$ cat config.mk
export PLATFORM = sky130hd
export DESIGN_NAME = bapst_top
export DESIGN_NICKNAME = d
export VERILOG_FILES = /design/src/hw/bapst_pkg.sv /design/src/hw/bapst_top.sv
export SDC_FILE = /design/constraint.sdc
export NUM_CORES = 1
export LEC_CHECK = 0
export ABC_AREA = 1
export BUFFER_PORTS_ARGS = -buffer_cell sky130_fd_sc_hd__buf_4
export CORE_ASPECT_RATIO = 0.6
export CORE_MARGIN = 2
export CORE_UTILIZATION = 50
export CTS_CLUSTER_DIAMETER = 120
export CTS_CLUSTER_SIZE = 40
export DETAILED_ROUTE_END_ITERATION = 12
export GPL_TIMING_DRIVEN = 0
export HOLD_SLACK_MARGIN = 0.1
export PLACE_DENSITY = 0.68
export SYNTH_ARGS = -nofsm -noshare
export SYNTH_HDL_FRONTEND = slang
export SYNTH_SLANG_ARGS = --single-unit
$ cat constraint.sdc
create_clock -name clock -period 2.8 [get_ports clock]
set_input_delay 0.56 -clock clock [delete_from_list [all_inputs] [get_ports clock]]
set_output_delay 0.56 -clock clock [all_outputs]
set_load 0.05 [all_outputs]
$ cat src/hw/bapst_pkg.sv
package bapst_pkg;
  localparam int          ADDR_W          = 4;
  localparam int          DATA_W          = 8;
  // register offsets (own choice)
  localparam logic [3:0]  OFS_ACK_MASK    = 4'h0;
  localparam logic [3:0]  OFS_ACK_DATA    = 4'h1;
  localparam logic [3:0]  OFS_FLAGS_BYTE  = 4'h2;
  localparam logic [3:0]  OFS_CLR_POLICY  = 4'h3;
  localparam logic [3:0]  OFS_STATUS      = 4'h4;
  localparam logic [7:0]  ACK_DATA_RST    = 8'h00;
  localparam logic [7:0]  FLAGS_RST       = 8'h00;
  localparam logic [7:0]  POLICY_RST      = 8'h00;
  localparam logic [7:0]  READ_ZERO       = 8'h00;
  localparam int          FLAG_VALID_BIT  = 7;
  localparam int          POL_PEF_BIT     = 4;
  localparam int          POL_TIMEOUT_BIT = 3;
  localparam int          POL_WDOG_BIT    = 2;
  localparam int          POL_BUTTON_BIT  = 1;
  localparam int          POL_PWRUP_BIT   = 0;
  localparam logic [4:0]  POLICY_MASK     = 5'h1F;
  localparam longint      CLK_HZ          = 25000000;
  localparam longint      TIMEOUT_S       = 60;
  localparam longint      TIMEOUT_CYC     = TIMEOUT_S * CLK_HZ;
endpackage : bapst_pkg

$ cat src/hw/bapst_top.sv
// Our own choices: the placing of the registers and the strobed register port.
`timescale 1ns/1ps
//////////////////////////////////////////////////////////////////////////////
//////////////////////////////////////////////////////////////////////////////
module bapst_top #(
  parameter longint TIMEOUT_CYCLES = bapst_pkg::TIMEOUT_CYC
) (
  input  wire logic                        clock,
  input  wire logic                        rstn,
  input  wire logic [bapst_pkg::ADDR_W-1:0] addr,
  input  wire logic [bapst_pkg::DATA_W-1:0] wdata,
  input  wire logic                        wr_stb,
  input  wire logic                        rd_stb,
  output logic      [bapst_pkg::DATA_W-1:0] rdata,
  input  wire logic                        chassis_cmd,
  input  wire logic                        pef_reset,
  input  wire logic                        wdog_reset,
  input  wire logic                        button_reset,
  input  wire logic                        power_up,
  output logic                             flags_valid
);
  import bapst_pkg::*;

  logic [7:0]  ack_data_r;
  logic [7:0]  mask_hold_r;
  logic [7:0]  flags_r;
  logic [4:0]  policy_r;
  logic [31:0] tmo_cnt_r;
  logic [4:0]  ev_s1_r;
  logic [4:0]  ev_s2_r;
  logic [4:0]  ev_s3_r;
  logic        tmo_hit;
  logic        auto_clr;
  logic [4:0]  ev_rise;

  //////////////////////////////////////////////////////////////////////////////
  // external events are pins: synchronise, then edge detect on stage two
  always_ff @(posedge clock or negedge rstn) begin
    if (!rstn) begin
      ev_s1_r <= 5'h00;
      ev_s2_r <= 5'h00;
      ev_s3_r <= 5'h00;
    end else begin
      ev_s1_r <= {chassis_cmd, pef_reset, wdog_reset, button_reset, power_up};
      ev_s2_r <= ev_s1_r;
      ev_s3_r <= ev_s2_r;
    end
  end
  assign ev_rise = ev_s2_r & ~ev_s3_r;

  //////////////////////////////////////////////////////////////////////////////
  // mask is a write-only side field; held only until the data write
  always_ff @(posedge clock or negedge rstn) begin
    if (!rstn)
      mask_hold_r <= READ_ZERO;
    else if (wr_stb && addr == OFS_ACK_MASK)
      mask_hold_r <= wdata;
    else if (wr_stb && addr == OFS_ACK_DATA)
      mask_hold_r <= READ_ZERO;
  end

  always_ff @(posedge clock or negedge rstn) begin
    if (!rstn)
      ack_data_r <= ACK_DATA_RST;
    else if (wr_stb && addr == OFS_ACK_DATA)
      ack_data_r <= (ack_data_r & ~mask_hold_r) | (wdata & mask_hold_r);
  end

  //////////////////////////////////////////////////////////////////////////////
  always_ff @(posedge clock or negedge rstn) begin
    if (!rstn)
      policy_r <= POLICY_RST[4:0];
    else if (wr_stb && addr == OFS_CLR_POLICY)
      policy_r <= wdata[4:0] & POLICY_MASK;
  end

  // countdown restarts on every chassis command
  assign tmo_hit = (tmo_cnt_r >= 32'(TIMEOUT_CYCLES - 1));
  always_ff @(posedge clock or negedge rstn) begin
    if (!rstn)
      tmo_cnt_r <= 32'h00000000;
    else if (ev_rise[4] || !flags_r[FLAG_VALID_BIT] || tmo_hit)
      tmo_cnt_r <= 32'h00000000;
    else
      tmo_cnt_r <= tmo_cnt_r + 32'h00000001;
  end

  assign auto_clr = (tmo_hit && !policy_r[POL_TIMEOUT_BIT])
                 || (ev_rise[3] && !policy_r[POL_PEF_BIT])
                 || (ev_rise[2] && !policy_r[POL_WDOG_BIT])
                 || (ev_rise[1] && !policy_r[POL_BUTTON_BIT])
                 || (ev_rise[0] && !policy_r[POL_PWRUP_BIT]);

  // a software set in the same cycle wins over the automatic clear
  always_ff @(posedge clock or negedge rstn) begin
    if (!rstn)
      flags_r <= FLAGS_RST;
    else if (wr_stb && addr == OFS_FLAGS_BYTE)
      flags_r <= wdata;
    else if (auto_clr)
      flags_r[FLAG_VALID_BIT] <= 1'b0;
  end

  always_ff @(posedge clock or negedge rstn) begin
    if (!rstn)
      flags_valid <= 1'b0;
    else
      flags_valid <= (wr_stb && addr == OFS_FLAGS_BYTE) ? wdata[FLAG_VALID_BIT]
                   : (auto_clr ? 1'b0 : flags_r[FLAG_VALID_BIT]);
  end

  //////////////////////////////////////////////////////////////////////////////
  always_ff @(posedge clock or negedge rstn) begin
    if (!rstn)
      rdata <= READ_ZERO;
    else if (rd_stb) begin
      unique case (addr)
        OFS_ACK_MASK:   rdata <= READ_ZERO;
        OFS_ACK_DATA:   rdata <= ack_data_r;
        OFS_FLAGS_BYTE: rdata <= flags_r;
        OFS_CLR_POLICY: rdata <= {3'h0, policy_r};
        OFS_STATUS:     rdata <= {7'h00, tmo_hit};
        default:        rdata <= READ_ZERO;
      endcase
    end else
      rdata <= READ_ZERO;
  end
endmodule : bapst_top

==> results of run 1 <==
-- where the power goes --
group	internal [mW]	switching, mW
Sequential	1.31	0.0549
Combinational	0.0753	0.120
Clock	0.714	0.528
Total	2.10	0.703
-- stage by stage --
stage	power, mW	std cells
2_1_floorplan	1.49	451
3_3_place_gp	1.57	584
3_5_place_dp	1.58	584
4_1_cts	2.83	600
5_1_grt	2.93	600
6_report	2.81	600
-- area by class of cell --
class / count / share of cell area, %
Buffer: 4 / 0.817
Clock buffer: 9 / 4.90
Timing Repair Buffer: 29 / 4.74
Clock inverter: 7 / 2.02
Multi-Input combinational cell: 296 / 33.4
Sequential cell: 84 / 45.8
Inverter: 67 / 5.53
Tap cell: 104 / 2.83
-- synth_stat cells --
library cell	instances	area, sq um
nand3_4	1	17.5
nor3_4	1	16.3
nor3_1	13	65.1
nor2_1	51	191
nand4_1	8	50.1
nand4_2	1	12.5
nand3_2	2	20.0
inv_1	65	244
a21oi_2	3	26.3
conb_1	1	3.75
a21oi_1	10	50.1
nor2_2	8	50.1
nor4_2	1	12.5
inv_4	1	6.26
nor3_2	7	70.1
buf_6	3	33.8
nand2_2	4	25.0
nand3b_1	1	7.51
dfrtp_1	84	2100
xnor2_1	4	35.0
clkbuf_1	1	3.75
nand3_1	15	75.1
nor2_4	2	22.5
nand2_4	1	11.3
o211ai_1	2	15.0
o22ai_1	9	56.3
o21ai_0	23	115
inv_2	1	3.75
nand2_1	107	402
and3_1	1	6.26
xor2_1	18	158
a31oi_1	1	6.26
ha_1	1	12.5
-- registers in the layout, indices dropped and copies added, names as in the netlist, named ones only --
signal / count
tmo_cnt_r: 32
policy_r: 5
rdata: 8
ev_s2_r: 5
ev_s1_r: 5
flags_valid: 1
flags_r: 7
mask_hold_r: 8
ev_s3_r: 5
-- worst paths after layout --
kind                              start             to  slack [ns]  cells past startpoint
max in group asynchronous          rstn     flags_r[6]        1.72                      1
min                         chassis_cmd     ev_s1_r[4]        0.32                      1
min in group asynchronous          rstn   tmo_cnt_r[5]        0.41                      1
min reg2reg                  ev_s1_r[1]     ev_s2_r[1]        0.35                      0
max reg2reg                tmo_cnt_r[0]  tmo_cnt_r[19]        0.98                     11
max                        tmo_cnt_r[0]  tmo_cnt_r[19]        0.98                     11
-- cells by family (layout without fill, tap and decap cells) --
kind of cell / count (synthesis) / count (layout) / share of synthesized area [%]
simple gates: 224 / 224 / 26.9
flops: 84 / 84 / 53.5
buf+inv: 71 / 116 / 7.42
compound gates: 48 / 48 / 6.85
xor+xnor: 22 / 22 / 4.91
fa+ha+maj: 1 / 1 / 0.319
other cells: 1 / 1 / 0.0955
-- layout by cell type, fill, tap and decap left out, types with 2 or more instances in the layout --
| cell type | instances |
|---|---|
| nor3_2 | 7 |
| nor3_1 | 13 |
| a21oi_2 | 3 |
| dfrtp_1 | 84 |
| nand3_2 | 2 |
| nor2_2 | 8 |
| clkinv_4 | 2 |
| o22ai_1 | 9 |
| xnor2_1 | 4 |
| xor2_1 | 18 |
| nand2_2 | 4 |
| buf_4 | 29 |
| nand4_1 | 8 |
| nand2_1 | 107 |
| nor2_4 | 2 |
| o21ai_0 | 23 |
| inv_1 | 65 |
| clkbuf_16 | 9 |
| nor2_1 | 51 |
| buf_6 | 3 |
| a21oi_1 | 10 |
| nand3_1 | 15 |
| o211ai_1 | 2 |
| inv_6 | 2 |
-- critical path, stage by stage, from the launching register on --
cell	delay [ns]
dfrtp_1	0.39
ha_1	0.22
nand3_2	0.16
inv_1	0.16
nand2_4	0.09
inv_4	0.09
nand2_2	0.06
nand2_2	0.06
nand2_2	0.08
nand3_4	0.12
buf_6	0.20
nor2_2	0.06
-- metal layers --
| metal | wire length [microns] | global-route usage (%) | up-vias |
|---|---|---|---|
| met5 | 0 | 0 | - |
| met4 | 61 | 5.16 | 0 |
| met3 | 504 | 6.25 | 5 |
| met2 | 3550 | 30.4 | 90 |
| met1 | 4870 | 37.2 | 1458 |
| li1 | - | - | 1508 |
==> results.cfg, run 1 <==
[timing]
max_slew_margin_pct = 29.9
rsz0062_at_grt = false
setup_ws_ns = 0.980
worst_pin_slew_ns = 1.05
hold_viol = 0
min_period_ns = 1.82
fmax_ghz = 0.549
finalClockSkew_ns = 0.00636
setup_violations = 0
tns_ns = 0
whs_ns = 0.322
post-route-period-util_pct = 65.0
maxSlewViolCount = 0

[placement]
post-place-ws_ns = 0.756
hpwl_microns = 6300
placed_area_sq_um = 4270
portBuffers = 29
gp_congestion = 0.909

[clock_tree]
clk_path_buf_depth = 2
clock_latency_ns = 0.34
post_cts_buffers = 0
cts.sink_count = 84
post_cts_resized = 0
htree_levels = 3
hold_buffers = 0
cts_tree = done
root_buffer = clkbuf_16
clkSlewWorstSetupHoldPaths_ns = 0.07
numCtsBuffers = 9

[power_and_ir_drop]
p_per_area_nw_per_um2 = 611
p_leak_nw = 2.12
max-vdd-ir-drop_uv = 488

[yosys]
synth_area_per_cell_sq_um = 8.71
syn-num-nets = 473
syn_area_sq_um = 3930
yosys_warnings = 0
yosysSeqAreaShare_pct = 53.5
synth_cell_type_count = 33
syn_inst = 451
ys_ff_latch = 84

[drt]
viasPerCell = 5.10
wl_per_cell_microns = 15.0
drt-initial-drc-count = 249
drc = 0
vias = 3061
finalWirelength_microns = 8980
first_pass_iters = 5
ant_nets = 0

[global_routing]
grt_max_degree = 85
grt_pass1_wl_microns = 14700
grt_remaining_overflow = 0
antenna_found_initial = 0
grt_usage_pct = 23.1
grt_pass1_vias = 2786

[die]
start_util_pct = 52.7
rows = 24
dieArea_sq_um = 8600
ioPinCount = 30
core_sq_um = 7450
die_w_microns = 118
die_h_microns = 72.6

[run]
maxCapViolCount = 0

[cells_and_area]
drive_gt1_share_pct = 16.3
ff_latch_area_sq_um = 2100
post-route-util_pct = 61.7
antennaDiodeCount = 0
final_cell_area_sq_um = 4590
syn_to_final_growth_pct = 17.0
final_nets = 513
multi_input_area_sq_um = 1530
nFillCells = 658

[status]
status = finished, final reports clean

[critical_path]
worstPathRequired_ns = 3.03
start_kind = register
end_kind = register
critPathMaxFanout = 10
cp.arrival_ns = 2.05
critPathKind = reg -> reg

[min_path]
hp-class = in -> reg
(Power assumes the default switching activity.)
==> run 2: changes to the inputs <==
--- a/config.mk
+++ b/config.mk
@@ -5,7 +5,7 @@
 export SDC_FILE = /design/constraint.sdc
 export NUM_CORES = 1
 export LEC_CHECK = 0
-export ABC_AREA = 1
+export ABC_AREA = 0
 export BUFFER_PORTS_ARGS = -buffer_cell sky130_fd_sc_hd__buf_4
 export CORE_ASPECT_RATIO = 0.6
 export CORE_MARGIN = 2
==> constraint.sdc (replaced) <==
create_clock -name clock -period 1.7 [get_ports clock]
set_input_delay 0.34 -clock clock [delete_from_list [all_inputs] [get_ports clock]]
set_output_delay 0.34 -clock clock [all_outputs]
set_load 0.05 [all_outputs]
==> run 2 against run 1 <==
The flow now finishes with violations (negative setup slack). Critical path depth fell by 4. Hold slack got worse by 0.15 ns. Non-clock buffer count grew 25. Critical path type unchanged. Largest power group unchanged.
==> results.cfg, run 2 <==
[power_and_ir_drop]
p_leak_nw = 2.00
seqPwrFrac_pct = 50.7
max-vdd-ir-drop_uv = 959
p_per_area_nw_per_um2 = 953
p_int_mw = 3.31
swShare_pct = 24.6
power_switching_mw = 1.08
clkPwrFrac_pct = 41.5
combPwrFrac_pct = 7.8

[global_routing]
grt_pass1_wl_microns = 12500
grt_pass1_vias = 2493
antenna_found_initial = 0
grt_use_met3_pct = 6.68
grt_usage_pct = 20.5
met1_usage_pct = 31.2
grt_max_degree = 85
grt_remaining_overflow = 0
top_usage_layer = met1
grt_use_met2_pct = 27.7

[critical_path]
r2r_cells = 7
worstPathRequired_ns = 1.93
cp.arrival_ns = 2.17
start_kind = register
setup.worst_path.end = tmo_cnt_r[18]
critPathKind = reg -> reg
reg2reg_from = tmo_cnt_r[18]
reg2reg_slack_ns = -0.24
reg2reg_to = tmo_cnt_r[18]
startpoint = tmo_cnt_r[18]
end_kind = register
critPathMaxFanout = 5

[timing]
setup_ws_ns = -0.240
tns_ns = -7.18
fmax_ghz = 0.515
whs_ns = 0.172
maxSlewViolCount = 0
min_period_ns = 1.94
rsz0062_at_grt = true
setup_violations = 33
worst_pin_slew_ns = 1.03
max_slew_margin_pct = 31.2
post-route-period-util_pct = 114
finalClockSkew_ns = 0.00634
hold_viol = 0

[yosys]
syn_inst = 330
syn_area_sq_um = 3680
yosysSeqAreaShare_pct = 57.1
syn-num-nets = 352
synth.most_common_cell = dfrtp_1
synth_common_cells = dfrtp_1 (84), nand2_1 (38), nor2_1 (31)
synthFlopType = dfrtp_1
yosysTopAreaCellShare_pct = 57.1
synth_area_per_cell_sq_um = 11.2
synth_largest_area_cell = dfrtp_1
synth_cell_type_count = 41
ys_async_sr_fraction_pct = 100
ys_ff_latch = 84
synth_edf_count = 0
yosys_warnings = 0
yosys-top-cells-area = dfrtp_1 (57%), mux2_2 (6.1%), xor2_1 (4.8%)

[cells_and_area]
drive_gt1_share_pct = 31.6
largest_register = tmo_cnt_r
largest_register_ff_count = 32
nFillCells = 571
layout_common_cells = dfrtp_1 (83), buf_4 (41), nand2_1 (38)
layout_commonest_cell = dfrtp_1
syn_to_final_growth_pct = 25.1
top_regs = tmo_cnt_r: 32 flops, mask_hold_r: 8 flops, rdata: 8 flops
final-instance-count-excl-fill = 486
final_cell_area_sq_um = 4610
antennaDiodeCount = 0
final_nets = 412

[placement]
place_inst = 450
hpwl_microns = 4930
gp_congestion = 0.773
post-place-ws_ns = -0.609
portBuffers = 29
placed_area_sq_um = 4030

[clock_tree]
root_buffer = clkbuf_16
htree_levels = 3
numCtsBuffers = 9
clk_path_buf_depth = 2
clkSlewWorstSetupHoldPaths_ns = 0.06
clock_latency_ns = 0.35
cts_tree = done
cts.sink_count = 84

[die]
rows = 24
start_util_pct = 51.1
die_w_microns = 115
ioPinCount = 30
die_h_microns = 70.5
dieArea_sq_um = 8090
core_sq_um = 7210

[drt]
ant_nets = 0
drt-initial-drc-count = 170
finalWirelength_microns = 7600
wl_per_cell_microns = 15.6
first_pass_iters = 4
viasPerCell = 5.28
drc = 0
vias = 2567

[status]
violations = negative setup slack
status = finished, violations left

[min_path]
hp-class = in -> async

[run]
maxCapViolCount = 0
[run 2: worst min path at each step]
stage                     startpoint  slack (ns)                          to  depth (start not counted)
final                           rstn        0.17               tmo_cnt_r[25]                          1
after global routing        wdata[5]        0.25                    register                          2
after CTS                       rstn        0.22               tmo_cnt_r[25]                          1
after detailed placement  ev_s1_r[2]        0.33                  ev_s2_r[2]                          0
after global placement    ev_s1_r[0]        0.33                  ev_s2_r[0]                          0
after floorplan                 rstn        0.04  asynchronous set/reset pin                          0
[run 2: worst max-delay path, cell delays in order, from the launching register on]
cell	delay, ns
dfrtp_1	0.41
or4_4	0.54
a2111oi_4	0.22
o211ai_2	0.19
o2111ai_4	0.13
buf_12	0.17
buf_8	0.12
nor2_2	0.04
[run 2: power groups by stage]
stage / combinational (mW) / sequential, mW / clock, mW
floorplan: 0.181 / 2.25 / 0
global placement: 0.315 / 2.25 / 0
detailed placement: 0.322 / 2.26 / 0
CTS: 0.343 / 2.23 / 1.86
global route: 0.382 / 2.24 / 1.93
finish: 0.341 / 2.23 / 1.82
[run 2: layout make-up]
type                            instances  area [sq um]  share of cell area, %
Sequential cell                        84          2100                   45.6
Tap cell                               91           114                   2.47
Clock inverter                          7          51.3                   1.11
Buffer                                  8          61.3                   1.33
Inverter                                6          22.5                  0.489
Multi-Input combinational cell        231          1580                   34.3
Timing Repair Buffer                   50           448                   9.72
Clock buffer                            9           225                   4.89
[run 2: repair_timing]
action,CTS,global route
resized for setup,17,7
hold buffers,5,0
endpoints found under the hold margin,5,0
gates cloned,3,0
endpoints found under the setup margin,41,56
setup buffers,8,5
pin swaps,9,7
[run 2: logic make-up after synthesis]
logic type                 after synthesis  synth area share, %
xor gates and xnor gates                28                 6.66
other                                    1                0.102
muxes                                   25                 7.48
buffers and inverters                   15                 2.34
AOI/OAI and AO/OA                       29                 5.64
and+or+nand+nor                        147                 20.4
adders and majority gates                1                0.340
DFF                                     84                 57.1
[run 2: stage by stage]
stage,util (%),total power [mW]
floorplan,-,2.43
global placement,55.9,2.57
detailed placement,55.9,2.58
CTS,63.2,4.43
global route,63.9,4.56
finish,63.9,4.39
[run 2: layer usage]
metal / vias to the layer above / routed length [microns]
met1: 1255 / 3970
met2: 41 / 3170
li1: 1262 / -
met3: 9 / 355
met4: 0 / 97
met5: - / 0
